[src/rrs_map.svh]
// Register offsets, field positions and reset values of the receive status slice.
`ifndef RRS_MAP_SVH
`define RRS_MAP_SVH

// ----------------------------------------------------------------------------
// Register byte offsets
// ----------------------------------------------------------------------------
`define RRS_IRQ_ENABLE_OFS 12'h304
`define RRS_IRQ_DISABLE_OFS 12'h308
`define RRS_CRC_STATUS_OFS 12'h400
`define RRS_RX_LADDR_OFS 12'h408
`define RRS_RX_CRC_OFS 12'h40C
`define RRS_DAI_OFS 12'h410
`define RRS_PAYLOAD_OFS 12'h414
`define RRS_MAXLEN_OFS 12'h518

// ----------------------------------------------------------------------------
// Interrupt enable bit positions
// ----------------------------------------------------------------------------
`define RRS_BIT_RATE_SWITCH 20
`define RRS_BIT_TX_READY 21
`define RRS_BIT_RX_READY 22
`define RRS_BIT_HDR_MATCH 23
`define RRS_BIT_PHY_END 27
`define RRS_BIT_TONE_EXT 28
`define RRS_IRQ_MASK 32'h18F00000

// ----------------------------------------------------------------------------
// Field layouts and reset values
// ----------------------------------------------------------------------------
`define RRS_LADDR_W 3
`define RRS_CRC_W 24
`define RRS_DAI_W 3
`define RRS_LEN_W 8
`define RRS_PAYLOAD_BIT 0
`define RRS_RATE_LSB 1
`define RRS_RATE_W 2
`define RRS_RATE_125K 2'h0
`define RRS_RATE_500K 2'h1
`define RRS_RESET_WORD 32'h00000000
`define RRS_MAXLEN_RESET 8'hFF

`endif

[src/rrs_pkg.sv]
// Types shared by the receive status slice.
`default_nettype none

package rrs_pkg;

  // --------------------------------------------------------------------------
  // Result of one completed reception
  // --------------------------------------------------------------------------
  typedef struct packed {
    logic done;
    logic crc_ok;
    logic [2:0] laddr;
    logic [23:0] crc;
    logic dev_match;
    logic [2:0] dev_idx;
    logic [7:0] length;
    logic long_range;
    logic rate_500k;
  } rrs_rx_res_t;

  // --------------------------------------------------------------------------
  // Coding indicator report
  // --------------------------------------------------------------------------
  typedef struct packed {
    logic valid;
    logic long_range;
    logic rate_500k;
  } rrs_ci_t;

  // --------------------------------------------------------------------------
  // Whole state of the slice
  // --------------------------------------------------------------------------
  typedef struct packed {
    logic [31:0] irq_en;
    logic [7:0] maxlen;
    logic crc_ok;
    logic [2:0] laddr;
    logic [23:0] crc;
    logic [2:0] address_match_index;
    logic len_over;
    logic [1:0] rate;
    logic rate_evt;
    logic [31:0] prdata;
    logic pslverr;
  } rrs_state_t;

endpackage

`default_nettype wire

[src/rrs_regs.sv]
// Receive status registers and interrupt enable slice of the radio.
`include "rrs_map.svh"
`timescale 1ns/100ps
`default_nettype none

module rrs_regs (
  // Clock and reset
  input wire logic pclk,
  input wire logic presetn,
  // APB slave
  input wire logic psel,
  input wire logic penable,
  input wire logic pwrite,
  input wire logic [11:0] paddr,
  input wire logic [31:0] pwdata,
  input wire logic [3:0] pstrb,
  output logic [31:0] prdata,
  output logic pready,
  output logic pslverr,
  // Receive core
  input wire rrs_pkg::rrs_rx_res_t rx_res,
  input wire rrs_pkg::rrs_ci_t ci_rpt,
  // Event and control outputs
  output logic rate_switch_event,
  output logic [31:0] irq_enable,
  output logic [7:0] max_payload_length
);

  // --------------------------------------------------------------------------
  // Address decode
  // --------------------------------------------------------------------------
  function automatic logic addr_known(input logic [11:0] a);
    logic hit;
    hit = 1'b0;
    unique case (a)
      `RRS_IRQ_ENABLE_OFS,
      `RRS_IRQ_DISABLE_OFS,
      `RRS_CRC_STATUS_OFS,
      `RRS_RX_LADDR_OFS,
      `RRS_RX_CRC_OFS,
      `RRS_DAI_OFS,
      `RRS_PAYLOAD_OFS,
      `RRS_MAXLEN_OFS: begin
        hit = 1'b1;
      end
      default: begin
        hit = 1'b0;
      end
    endcase
    return hit;
  endfunction

  function automatic logic is_status(input logic [11:0] a);
    logic hit;
    hit = (a == `RRS_CRC_STATUS_OFS) || (a == `RRS_RX_LADDR_OFS) ||
          (a == `RRS_RX_CRC_OFS) || (a == `RRS_DAI_OFS) ||
          (a == `RRS_PAYLOAD_OFS);
    return hit;
  endfunction

  // --------------------------------------------------------------------------
  // State
  // --------------------------------------------------------------------------
  rrs_pkg::rrs_state_t st_ff;
  rrs_pkg::rrs_state_t nxt_st;

  logic setup_ph;
  logic wr_acc;
  logic [31:0] wmask;
  logic [31:0] wbits;
  logic [31:0] rd_word;

  assign setup_ph = psel && !penable;
  assign wr_acc = psel && penable && pwrite;

  // Byte lanes of the write data that the master marks valid.
  always_comb begin
    wmask = 32'h00000000;
    for (int i = 0; i < 4; i++) begin
      wmask[8*i +: 8] = {8{pstrb[i]}};
    end
    wbits = pwdata & wmask;
  end

  // --------------------------------------------------------------------------
  // Read multiplexer
  // --------------------------------------------------------------------------
  always_comb begin
    rd_word = `RRS_RESET_WORD;
    unique case (paddr)
      `RRS_IRQ_ENABLE_OFS,
      `RRS_IRQ_DISABLE_OFS: begin
        rd_word = st_ff.irq_en;
      end
      `RRS_CRC_STATUS_OFS: begin
        rd_word[0] = st_ff.crc_ok;
      end
      `RRS_RX_LADDR_OFS: begin
        rd_word[`RRS_LADDR_W-1:0] = st_ff.laddr;
      end
      `RRS_RX_CRC_OFS: begin
        rd_word[`RRS_CRC_W-1:0] = st_ff.crc;
      end
      `RRS_DAI_OFS: begin
        rd_word[`RRS_DAI_W-1:0] = st_ff.address_match_index;
      end
      `RRS_PAYLOAD_OFS: begin
        rd_word[`RRS_PAYLOAD_BIT] = st_ff.len_over;
        rd_word[`RRS_RATE_LSB +: `RRS_RATE_W] = st_ff.rate;
      end
      `RRS_MAXLEN_OFS: begin
        rd_word[`RRS_LEN_W-1:0] = st_ff.maxlen;
      end
      default: begin
        rd_word = `RRS_RESET_WORD;
      end
    endcase
  end

  // --------------------------------------------------------------------------
  // Next state
  // --------------------------------------------------------------------------
  always_comb begin
    nxt_st = st_ff;
    nxt_st.rate_evt = 1'b0;

    // Read data and error are prepared in the setup phase.
    if (setup_ph) begin
      nxt_st.prdata = pwrite ? `RRS_RESET_WORD : rd_word;
      nxt_st.pslverr = !addr_known(paddr) || (pwrite && is_status(paddr));
    end

    // Register writes take effect at the access edge.
    if (wr_acc) begin
      unique case (paddr)
        `RRS_IRQ_ENABLE_OFS: begin
          nxt_st.irq_en = st_ff.irq_en | (wbits & `RRS_IRQ_MASK);
        end
        `RRS_IRQ_DISABLE_OFS: begin
          nxt_st.irq_en = st_ff.irq_en & ~(wbits & `RRS_IRQ_MASK);
        end
        `RRS_MAXLEN_OFS: begin
          if (pstrb[0]) begin
            nxt_st.maxlen = pwdata[`RRS_LEN_W-1:0];
          end
        end
        default: begin
          nxt_st.irq_en = st_ff.irq_en;
        end
      endcase
    end

    // Coding indicator selecting the faster long range rate.
    if (ci_rpt.valid && ci_rpt.long_range && ci_rpt.rate_500k) begin
      nxt_st.rate_evt = 1'b1;
    end

    // A completed reception refreshes every status register; the match index only when dev_match is set.
    if (rx_res.done) begin
      nxt_st.crc_ok = rx_res.crc_ok;
      nxt_st.laddr = rx_res.laddr;
      nxt_st.crc = rx_res.crc;
      if (rx_res.dev_match) begin
        nxt_st.address_match_index = rx_res.dev_idx;
      end
      nxt_st.len_over = (rx_res.length > st_ff.maxlen);
      if (rx_res.long_range) begin
        nxt_st.rate = rx_res.rate_500k ? `RRS_RATE_500K : `RRS_RATE_125K;
      end else begin
        nxt_st.rate = `RRS_RATE_125K;
      end
    end
  end

  // --------------------------------------------------------------------------
  // State register
  // --------------------------------------------------------------------------
  always_ff @(posedge pclk or negedge presetn) begin
    if (!presetn) begin
      st_ff.irq_en <= `RRS_RESET_WORD;
      st_ff.maxlen <= `RRS_MAXLEN_RESET;
      st_ff.crc_ok <= 1'b0;
      st_ff.laddr <= 3'h0;
      st_ff.crc <= 24'h000000;
      st_ff.address_match_index <= 3'h0;
      st_ff.len_over <= 1'b0;
      st_ff.rate <= `RRS_RATE_125K;
      st_ff.rate_evt <= 1'b0;
      st_ff.prdata <= `RRS_RESET_WORD;
      st_ff.pslverr <= 1'b0;
    end else begin
      st_ff <= nxt_st;
    end
  end

  // --------------------------------------------------------------------------
  // Outputs
  // --------------------------------------------------------------------------
  assign pready = 1'b1;
  assign prdata = st_ff.prdata;
  assign pslverr = st_ff.pslverr && psel && penable;
  assign rate_switch_event = st_ff.rate_evt;
  assign irq_enable = st_ff.irq_en;
  assign max_payload_length = st_ff.maxlen;

endmodule

`default_nettype wire

[config.mk]
export PLATFORM = sky130hd
export DESIGN_NAME = rrs_regs
export DESIGN_NICKNAME = d
export VERILOG_FILES = /design/src/rrs_pkg.sv /design/src/rrs_regs.sv
export VERILOG_INCLUDE_DIRS = /design/src
export SDC_FILE = /design/constraint.sdc
export NUM_CORES = 1
export LEC_CHECK = 0
export BUFFER_PORTS_ARGS = -buffer_cell sky130_fd_sc_hd__buf_2
export CORE_ASPECT_RATIO = 1.2
export CORE_MARGIN = 1.5
export CORE_UTILIZATION = 52
export DETAILED_ROUTE_END_ITERATION = 6
export PLACE_DENSITY = 0.83
export SETUP_SLACK_MARGIN = 0.02
export SLEW_MARGIN = 0
export SYNTH_ARGS = -nofsm -noshare
export SYNTH_HDL_FRONTEND = slang
export SYNTH_SLANG_ARGS = --single-unit
[constraint.sdc]
create_clock -name pclk -period 3.2 [get_ports pclk]
set_clock_uncertainty 0.15 [all_clocks]
set_input_delay 0.16 -clock pclk [delete_from_list [all_inputs] [get_ports pclk]]
set_output_delay 0.16 -clock pclk [all_outputs]
set_load 0.005 [all_outputs]
==> report_table.html, run 1 <==
<table>
<tr><th>Metric</th><th>Value</th></tr>
<tr><th colspan="2">STA</th></tr>
<tr><td>Fin crit period</td><td>1.78 ns</td></tr>
<tr><td>Unrepaired setup endpoints after global routing</td><td>false</td></tr>
<tr><td>Total of endpoints with negative setup slack in the final report</td><td>0</td></tr>
<tr><td>Final setup TNS</td><td>0 ns</td></tr>
<tr><td>Worst slew margin</td><td>38.3%</td></tr>
<tr><td>Maximum operating frequency</td><td>561 MHz</td></tr>
<tr><td>Final hold violation count</td><td>0</td></tr>
<tr><td>Max Slew Vio Count</td><td>0</td></tr>
<tr><td>Transition at the pin with the smallest max-transition slack</td><td>0.925 ns</td></tr>
<tr><td>Portion of the clock cycle consumed by the worst path in the final layout</td><td>55.7%</td></tr>
<tr><th colspan="2">Clock tree</th></tr>
<tr><td>Sink Count</td><td>75</td></tr>
<tr><td>Maximum level of the CTS H-tree</td><td>3</td></tr>
<tr><td>CTS max path bufs</td><td>2</td></tr>
<tr><td>Worst skew pair latency</td><td>0.34 ns</td></tr>
<tr><td>Root buffer cell</td><td>sky130_fd_sc_hd__clkbuf_8</td></tr>
<tr><td>Reg clk slew, reported paths</td><td>0.08 ns</td></tr>
<tr><td># Post-CTS Setup Buffers</td><td>0</td></tr>
<tr><td>Num CTS Buffers</td><td>9</td></tr>
<tr><td>TritonCTS clock tree</td><td>built</td></tr>
<tr><th colspan="2">Floorplan</th></tr>
<tr><td>Row count</td><td>34</td></tr>
<tr><td>Die Wd</td><td>83.0 µm</td></tr>
<tr><td>Die Y</td><td>99.0 µm</td></tr>
<tr><td>Top-Level Pins</td><td>174</td></tr>
<tr><td>Total Die Area</td><td>8220 µm²</td></tr>
<tr><td>Core ar.</td><td>7360 µm²</td></tr>
<tr><td>Starting utilization of the core area</td><td>54.3%</td></tr>
<tr><th colspan="2">Critical path</th></tr>
<tr><td>Cell with the largest stage delay on the worst path</td><td>sky130_fd_sc_hd__dfstp_2</td></tr>
<tr><td>Crit path arrival time</td><td>1.86 ns</td></tr>
<tr><td>Data required, critical path</td><td>3.28 ns</td></tr>
<tr><td>Class of the most critical setup path</td><td>reg -&gt; reg</td></tr>
<tr><td>Crit path capture type</td><td>flop</td></tr>
<tr><td>Bufs and invs on worst path</td><td>1</td></tr>
<tr><td>Peak fanout along the critical path</td><td>3</td></tr>
<tr><td>Largest stage delay, worst path</td><td>0.55 ns</td></tr>
<tr><td>CP cell instances</td><td>inv_1, ha_1, nor2b_1, o211ai_1, a21oi_1, o221a_2</td></tr>
<tr><td>Top cell family by delay on the critical path</td><td>flip-flops</td></tr>
<tr><td>Sort of element at the start of the critical path</td><td>flop</td></tr>
<tr><th colspan="2">Logic synthesis</th></tr>
<tr><td>Most frequently used flop master after synthesis</td><td>sky130_fd_sc_hd__dfrtp_1</td></tr>
<tr><td>Synth Warn #</td><td>0</td></tr>
<tr><td>Part of the Yosys area used for sequential elements</td><td>47.2%</td></tr>
<tr><td>Fraction of synthesis flops using an asynchronous set or reset pin</td><td>100%</td></tr>
<tr><td>Cell count after synthesis</td><td>341</td></tr>
<tr><td>Mean area per synthesized cell</td><td>11.7 µm²</td></tr>
<tr><td>Synthesized cell area</td><td>4000 µm²</td></tr>
<tr><td>Unique cell type count in the Yosys netlist</td><td>46</td></tr>
<tr><td>Post-synth EDFFs</td><td>0</td></tr>
<tr><td>Post-synthesis register bit count</td><td>75</td></tr>
<tr><th colspan="2">Drt</th></tr>
<tr><td>Post-DR vias/cell</td><td>5.14</td></tr>
<tr><td>Average routed wire per standard cell</td><td>15.5 µm</td></tr>
<tr><td>Vias</td><td>2,857</td></tr>
<tr><td>Residual DRC</td><td>0</td></tr>
<tr><td>Aggregate routed wire length</td><td>8630 µm</td></tr>
<tr><td>First-pass DRT Iterations</td><td>4</td></tr>
<tr><td>Count of antenna-violating nets left after detailed routing</td><td>0</td></tr>
<tr><td>Initial DRC Count</td><td>70</td></tr>
<tr><th colspan="2">Placed design</th></tr>
<tr><td>DP HPWL</td><td>5970 µm</td></tr>
<tr><td>Count of buffers inserted at the top-level ports</td><td>121</td></tr>
<tr><td>Placer's final routability congestion estimate</td><td>0.814</td></tr>
<tr><th colspan="2">Final layout</th></tr>
<tr><td># nets final</td><td>568</td></tr>
<tr><td>Fraction of final layout cells sized beyond drive strength 1</td><td>42.1%</td></tr>
<tr><td>Final core occ</td><td>66.7%</td></tr>
<tr><td>Fillcell total</td><td>562</td></tr>
<tr><td>Syn-to-layout area delta</td><td>22.9%</td></tr>
<tr><td>Count of inserted antenna diode cells</td><td>0</td></tr>
<tr><th colspan="2">Status</th></tr>
<tr><td>Result of the run</td><td>finished, final reports clean</td></tr>
<tr><th colspan="2">Global routing</th></tr>
<tr><td>Total Routing Usage GR</td><td>21.2%</td></tr>
<tr><td>Pin count of the biggest net entering global routing</td><td>76</td></tr>
<tr><td>Number of antenna violations at the first check in global routing</td><td>0</td></tr>
<tr><td>Number of global-route vias before repair</td><td>2,966</td></tr>
<tr><td>Global-route wire length before repair</td><td>13,800 µm</td></tr>
<tr><td>Global route total overflow</td><td>0</td></tr>
<tr><th colspan="2">Worst hold path</th></tr>
<tr><td>Path type of the worst min-delay path</td><td>in -&gt; reg</td></tr>
<tr><th colspan="2">Pwr</th></tr>
<tr><td>Power per unit of standard cell area</td><td>431 nW/µm²</td></tr>
<tr><td>Largest voltage drop on the vdd net</td><td>0.278 mV</td></tr>
<tr><td>Cell leakage power</td><td>2.46 nW</td></tr>
<tr><th colspan="2">Run</th></tr>
<tr><td>Number of max-capacitance violations reported</td><td>0</td></tr>
</table>
-- cell families (layout without fill, tap and decap cells) --
group	after synthesis	in the layout	synth area share (%)
AOI/OAI and AO/OA	43	43	8.67
xor gates and xnor gates	1	1	0.219
adders and majority gates	8	8	2.50
buffers and inverters	98	192	16.3
DFF	75	75	47.2
muxes	49	49	13.7
other	2	33	0.188
and+or+nand+nor	65	65	11.2
-- worst min-delay path, stage by stage --
cell and delay (ns):
sky130_fd_sc_hd__buf_2 0.10, sky130_fd_sc_hd__nand4_1 0.08, sky130_fd_sc_hd__mux2_2 0.15
-- through the flow --
step                      hold WS (ns)  instance area, µm²  total power, W  worst slack [ns]  instances
after floorplan                 -0.286                4110         0.00116              1.52        372
after global placement           0.196                4230         0.00121              1.10        496
after detailed placement         0.214                4230         0.00123              1.06        496
after CTS                      0.00790                4910         0.00214              1.42        556
after global routing            0.0115                4910         0.00221              1.35        556
final                           0.0209                4910         0.00212              1.42        556
-- synth_stat cells (all sizes together) (2+ instances only) --
library cell	n	area, µm²
buf	77	573
dfrtp	67	1680
mux2	45	507
a22o	14	123
and2	11	68.8
clkbuf	11	42.5
nand4	11	68.8
inv	10	37.5
a221o	9	90.1
dfstp	8	210
ha	8	100
nand2	8	30.0
a21oi	7	35.0
nor2	5	18.8
nor3b	5	48.8
mux2i	4	40.0
nor2b	4	25.0
nor3	4	31.3
and4	3	26.3
o211ai	3	22.5
a31oi	2	12.5
and3	2	12.5
conb	2	7.51
nand3	2	10.0
nand3b	2	15.0
nor4b	2	38.8
nor4bb	2	20.0
o21ai	2	10.0
-- flip-flops by register name, indices dropped and copies added (netlist names), named ones only --
signal and cells:
max_payload_length 8, prdata 26, rate_switch_event 1, st_ff 34
-- where the power goes --
group          switching [W]  leakage, nW  internal, W
logic               0.000105         1.40     0.000129
registers          0.0000234        0.938     0.000992
clock network       0.000343        0.122     0.000525
-- per-layer routing --
layer | wire [µm] | vias up | share of wire (%) | global-route usage, %
met5 | 0 | - | 0 | 0
met4 | 132 | 0 | 1.5 | 7.18
met3 | 508 | 16 | 5.9 | 5.70
met2 | 4630 | 127 | 54 | 37.8
met1 | 3350 | 1359 | 39 | 24.7
li1 | - | 1355 | - | -
-- final timing paths --
| path | end | from | slack, ns | cells after the start |
|---|---|---|---|---|
| max reg2reg | st_ff[36]$_DFFE_PN0P_ | max_payload_length[1]$_DFFE_PN1P_ | 1.42 | 6 |
| min | flop | pwdata[20] | 0.02 | 3 |
| min in group asynchronous | st_ff[40]$_DFFE_PN0P_ | presetn | 0.36 | 2 |
| max | st_ff[36]$_DFFE_PN0P_ | max_payload_length[1]$_DFFE_PN1P_ | 1.42 | 6 |
| max in group asynchronous | prdata[19]$_DFFE_PN0P_ | presetn | 1.93 | 2 |
| min reg2reg | prdata[17]$_DFFE_PN0P_ | st_ff[57]$_DFFE_PN0P_ | 0.33 | 1 |
-- layout by cell type (no fill, tap or decap), types with 5 or more instances in the layout --
cell | netlist | final
sky130_fd_sc_hd__nor2_1 | 5 | 5
sky130_fd_sc_hd__nand4_1 | 11 | 11
sky130_fd_sc_hd__and2_0 | 6 | 6
sky130_fd_sc_hd__and2_1 | 5 | 5
sky130_fd_sc_hd__a21oi_1 | 7 | 7
sky130_fd_sc_hd__inv_1 | 10 | 10
sky130_fd_sc_hd__dfrtp_1 | 67 | 67
sky130_fd_sc_hd__a22o_1 | 14 | 14
sky130_fd_sc_hd__mux2_2 | 44 | 44
sky130_fd_sc_hd__dfstp_2 | 8 | 8
sky130_fd_sc_hd__nand2_1 | 8 | 8
sky130_fd_sc_hd__buf_2 | 2 | 120
sky130_fd_sc_hd__clkbuf_8 | 0 | 13
sky130_fd_sc_hd__conb_1 | 2 | 33
sky130_fd_sc_hd__a221o_1 | 9 | 9
sky130_fd_sc_hd__ha_1 | 8 | 8
sky130_fd_sc_hd__dlygate4sd3_1 | 0 | 44
-- cell type report --
cell class	instances	area, µm²	share of cell area [%]
multi-input combinational	199	1570	32.0
inverter	10	37.5	0.764
timing repair buffer	166	1060	21.5
sequential	75	1890	38.4
clock inverter	3	67.6	1.38
tap	90	113	2.29
clock buffer	13	179	3.64
-- timing repair --
action | CTS | global route
endpoints found under the hold margin | 108 | 0
hold buffers | 44 | 0
resized for setup | 0 | 0
Note: power is estimated with default switching activity, not from simulation.
==> inputs of run 2 (changes only) <==
--- a/config.mk
+++ b/config.mk
@@ -9,9 +9,9 @@
 export BUFFER_PORTS_ARGS = -buffer_cell sky130_fd_sc_hd__buf_2
 export CORE_ASPECT_RATIO = 1.2
 export CORE_MARGIN = 1.5
-export CORE_UTILIZATION = 52
+export CORE_UTILIZATION = 43
 export DETAILED_ROUTE_END_ITERATION = 6
-export PLACE_DENSITY = 0.83
+export PLACE_DENSITY = 0.72
 export SETUP_SLACK_MARGIN = 0.02
 export SLEW_MARGIN = 0
 export SYNTH_ARGS = -nofsm -noshare
==> constraint.sdc (replaced) <==
create_clock -name pclk -period 1.6 [get_ports pclk]
set_clock_uncertainty 0.15 [all_clocks]
set_input_delay 0.08 -clock pclk [delete_from_list [all_inputs] [get_ports pclk]]
set_output_delay 0.08 -clock pclk [all_outputs]
set_load 0.005 [all_outputs]
==> run 2 against run 1 <==
The flow now finishes with violations (setup timing). Utilization decreased by 7.2 points. Worst hold slack worse by 0.00090 ns. Wire length increased by 9.5%. Count of clock-buffer cells in the layout fell by 1. Critical path depth shrank 1. Total power up 94%. Sequential power rose by 99%. First-iteration DRC count increased by 46%. Fmax grew 5.3%.
==> report_table.html, run 2 (synthesis results as in run 1) <==
<table>
<tr><th>Metric</th><th>Value</th></tr>
<tr><th colspan="2">Clock tree</th></tr>
<tr><td>TritonCTS clock tree</td><td>built (unchanged)</td></tr>
<tr><td>Worst skew pair latency</td><td>0.35 ns (was 0.34 ns)</td></tr>
<tr><td>Reg clk slew, reported paths</td><td>0.08 ns (about the same)</td></tr>
<tr><td>Root buffer cell</td><td>sky130_fd_sc_hd__clkbuf_8 (unchanged)</td></tr>
<tr><td>Sink Count</td><td>75 (unchanged)</td></tr>
<tr><td>Num CTS Buffers</td><td>9 (unchanged)</td></tr>
<tr><td>Maximum level of the CTS H-tree</td><td>3 (unchanged)</td></tr>
<tr><td>CTS max path bufs</td><td>2 (unchanged)</td></tr>
<tr><th colspan="2">Final layout</th></tr>
<tr><td>Count of inserted antenna diode cells</td><td>0 (unchanged)</td></tr>
<tr><td>Number of flip-flops in the largest register</td><td>34 (unchanged)</td></tr>
<tr><td># nets final</td><td>613 (was 568)</td></tr>
<tr><td>Top register by number of flip-flops</td><td>st_ff (unchanged)</td></tr>
<tr><td>Leading cell types in the layout, fill and taps excluded</td><td>sky130_fd_sc_hd__buf_2, sky130_fd_sc_hd__dfrtp_1, sky130_fd_sc_hd__dlygate4sd3_1, sky130_fd_sc_hd__mux2_2, sky130_fd_sc_hd__conb_1 (was sky130_fd_sc_hd__buf_2, sky130_fd_sc_hd__dfrtp_1, sky130_fd_sc_hd__mux2_2, sky130_fd_sc_hd__dlygate4sd3_1, sky130_fd_sc_hd__conb_1)</td></tr>
<tr><td>Fillcell total</td><td>760 (was 562)</td></tr>
<tr><td>Fraction of final layout cells sized beyond drive strength 1</td><td>45.2% (was 42.1%)</td></tr>
<tr><td>Most frequent standard cell in the layout excluding fill and tap cells</td><td>sky130_fd_sc_hd__buf_2 (unchanged)</td></tr>
<tr><td>Final core occ</td><td>59.5% (was 66.7%)</td></tr>
<tr><td>Syn-to-layout area delta</td><td>34.5% (was 22.9%)</td></tr>
<tr><th colspan="2">STA</th></tr>
<tr><td>Worst slew margin</td><td>58.7% (was 38.3%)</td></tr>
<tr><td>Maximum operating frequency</td><td>591 MHz (was 561 MHz)</td></tr>
<tr><td>Total of endpoints with negative setup slack in the final report</td><td>1 (was 0)</td></tr>
<tr><td>Final hold violation count</td><td>0 (unchanged)</td></tr>
<tr><td>Max Slew Vio Count</td><td>0 (unchanged)</td></tr>
<tr><td>Transition at the pin with the smallest max-transition slack</td><td>0.619 ns (was 0.925 ns)</td></tr>
<tr><td>Portion of the clock cycle consumed by the worst path in the final layout</td><td>106% (was 55.7%)</td></tr>
<tr><td>Final setup slack of the worst path</td><td>-0.0920 ns (was 1.42 ns)</td></tr>
<tr><td>Fin crit period</td><td>1.69 ns (was 1.78 ns)</td></tr>
<tr><td>Unrepaired setup endpoints after global routing</td><td>true (was false)</td></tr>
<tr><th colspan="2">Worst hold path</th></tr>
<tr><td>Path type of the worst min-delay path</td><td>in -&gt; reg (unchanged)</td></tr>
<tr><td>Startpoint of the most critical hold path</td><td>rx_res[42] (was pwdata[20])</td></tr>
<tr><td>Worst hold path stage count</td><td>2 (was 3)</td></tr>
<tr><td>Destination of the worst hold path</td><td>st_ff[34]$_DFFE_PN0P_</td></tr>
<tr><th colspan="2">Critical path</th></tr>
<tr><td>Cell with the largest stage delay on the worst path</td><td>sky130_fd_sc_hd__dfstp_2 (unchanged)</td></tr>
<tr><td>Launch point of the critical path</td><td>max_payload_length[7]$_DFFE_PN1P_ (was max_payload_length[1]$_DFFE_PN1P_)</td></tr>
<tr><td>Sort of element at the start of the critical path</td><td>flop (unchanged)</td></tr>
<tr><td>Launch point of the worst reg-to-reg path</td><td>max_payload_length[7]$_DFFE_PN1P_ (was max_payload_length[1]$_DFFE_PN1P_)</td></tr>
<tr><td>Data required, critical path</td><td>1.69 ns (was 3.28 ns)</td></tr>
<tr><td>Crit path capture type</td><td>flop (unchanged)</td></tr>
<tr><td>Register-to-Register Setup Slack</td><td>-0.09 ns (was 1.42 ns)</td></tr>
<tr><td>Logic depth of the worst register-to-register path</td><td>5 (was 6)</td></tr>
<tr><td>Peak fanout along the critical path</td><td>3 (unchanged)</td></tr>
<tr><td>Reg2Reg Capture Point</td><td>st_ff[36]$_DFFE_PN0P_ (unchanged)</td></tr>
<tr><td>Class of the most critical setup path</td><td>reg -&gt; reg (unchanged)</td></tr>
<tr><td>Largest stage delay, worst path</td><td>0.53 ns (was 0.55 ns)</td></tr>
<tr><td>CP cell instances</td><td>inv_1, ha_1, a21oi_1, o211ai_1, o221a_2 (was inv_1, ha_1, nor2b_1, o211ai_1, a21oi_1, o221a_2)</td></tr>
<tr><td>Crit path arrival time</td><td>1.78 ns (was 1.86 ns)</td></tr>
<tr><th colspan="2">Drt</th></tr>
<tr><td>Aggregate routed wire length</td><td>9440 µm (was 8630 µm)</td></tr>
<tr><td>Detailed route wirelength on metal2</td><td>4800 µm (was 4630 µm)</td></tr>
<tr><td>Vias</td><td>3,037 (was 2,857)</td></tr>
<tr><td>Top Layer Used</td><td>met4 (unchanged)</td></tr>
<tr><td>Initial DRC Count</td><td>102 (was 70)</td></tr>
<tr><td>WL met1</td><td>3740 µm (was 3350 µm)</td></tr>
<tr><td>Residual DRC</td><td>0 (unchanged)</td></tr>
<tr><td>Count of antenna-violating nets left after detailed routing</td><td>0 (unchanged)</td></tr>
<tr><td>Post-DR vias/cell</td><td>4.81 (was 5.14)</td></tr>
<tr><td>First-pass DRT Iterations</td><td>4 (unchanged)</td></tr>
<tr><td>Detail Route met3 WL</td><td>654 µm (was 508 µm)</td></tr>
<tr><td>Average routed wire per standard cell</td><td>15.0 µm (was 15.5 µm)</td></tr>
<tr><th colspan="2">Pwr</th></tr>
<tr><td>Cell leakage power</td><td>2.70 nW (was 2.46 nW)</td></tr>
<tr><td>Tot Pwr</td><td>0.00410 W (was 0.00212 W)</td></tr>
<tr><td>Largest voltage drop on the vdd net</td><td>0.566 mV (was 0.278 mV)</td></tr>
<tr><td>Power per unit of standard cell area</td><td>762 nW/µm² (was 431 nW/µm²)</td></tr>
<tr><th colspan="2">Status</th></tr>
<tr><td>Failing checks</td><td>setup timing</td></tr>
<tr><td>Result of the run</td><td>finished with violations (was finished, final reports clean)</td></tr>
<tr><th colspan="2">Placed design</th></tr>
<tr><td>Count of buffers inserted at the top-level ports</td><td>121 (unchanged)</td></tr>
<tr><td>DP HPWL</td><td>6610 µm (was 5970 µm)</td></tr>
<tr><td>Placer's final routability congestion estimate</td><td>0.817 (was 0.814)</td></tr>
<tr><th colspan="2">Floorplan</th></tr>
<tr><td>Top-Level Pins</td><td>174 (unchanged)</td></tr>
<tr><td>Die Wd</td><td>91.0 µm (was 83.0 µm)</td></tr>
<tr><td>Die Y</td><td>109 µm (was 99.0 µm)</td></tr>
<tr><td>Starting utilization of the core area</td><td>44.2% (was 54.3%)</td></tr>
<tr><td>Total Die Area</td><td>9880 µm² (was 8220 µm²)</td></tr>
<tr><td>Row count</td><td>38 (was 34)</td></tr>
<tr><td>Core ar.</td><td>9030 µm² (was 7360 µm²)</td></tr>
<tr><th colspan="2">Run</th></tr>
<tr><td>Number of max-capacitance violations reported</td><td>0 (unchanged)</td></tr>
<tr><th colspan="2">Global routing</th></tr>
<tr><td>Global route total overflow</td><td>0 (unchanged)</td></tr>
<tr><td>Total Routing Usage GR</td><td>20.4% (was 21.2%)</td></tr>
<tr><td>Global-route wire length before repair</td><td>15,600 µm (was 13,800 µm)</td></tr>
<tr><td>Number of antenna violations at the first check in global routing</td><td>0 (unchanged)</td></tr>
<tr><td>Pin count of the biggest net entering global routing</td><td>38 (was 76)</td></tr>
<tr><td>Number of global-route vias before repair</td><td>3,221 (was 2,966)</td></tr>
</table>
## run 2: cell type report
class | instances | area, µm² | area share, %
Clock buffer | 12 | 165 | 3.07
Clock inverter | 4 | 47.5 | 0.884
Inverter | 10 | 37.5 | 0.698
Multi-Input combinational cell | 199 | 1610 | 29.9
Sequential cell | 75 | 1890 | 35.1
Tap cell | 120 | 150 | 2.79
Timing Repair Buffer | 211 | 1480 | 27.6
## run 2: through the flow
step / cells / TNS [ns] / setup WS (ns) / hold WS, ns / area (µm²)
floorplan: 372 / -0.130 / -0.0258 / -0.366 / 4130
global placement: 555 / -0.317 / -0.0447 / -0.178 / 4550
detailed placement: 555 / -0.572 / -0.101 / -0.178 / 4550
CTS: 631 / -0.0695 / -0.0695 / 0.000325 / 5370
global route: 631 / -0.174 / -0.174 / 0.0492 / 5380
finish: 631 / -0.0920 / -0.0920 / 0.0200 / 5380
## run 2: how the worst max path moves through the flow
stage,endpoint,slack (ns),cells after the start
2_1_floorplan,st_ff[36]$_DFFE_PN0P_,-0.03,6
3_3_place_gp,st_ff[36]$_DFFE_PN0P_,-0.04,5
3_5_place_dp,st_ff[36]$_DFFE_PN0P_,-0.10,6
4_1_cts,st_ff[36]$_DFFE_PN0P_,-0.07,6
5_1_grt,st_ff[36]$_DFFE_PN0P_,-0.17,6
6_report,st_ff[36]$_DFFE_PN0P_,-0.09,5
## run 2: what timing repair did
action,4_1_cts,5_1_grt
gates resized for setup,2,2
pin swaps,4,3
hold buffers,58,0
setup buffers,2,0
endpoints found under the setup margin,1,15
hold endpoints to repair,124,0
## run 2: critical path, delay by kind of cell, from the launching register on
kind / cells / cell delay (ns)
compound gates: 3 / 0.56
fa+ha+maj: 1 / 0.30
buf+inv: 1 / 0.04
flops: 1 / 0.53
## run 2: power breakdown
group          internal (W)  switching (W)  total, W  leakage [nW]
combinational      0.000316       0.000226  0.000542          1.65
sequential          0.00198      0.0000457   0.00203         0.938
clock              0.000843       0.000684   0.00153         0.108
## run 2: per-layer routing
metal | vias to the layer above | GRT usage, %
met3 | 20 | 6.40
met4 | 0 | 9.15
met1 | 1447 | 22.9
met5 | - | 0
met2 | 132 | 35.6
li1 | 1438 | -
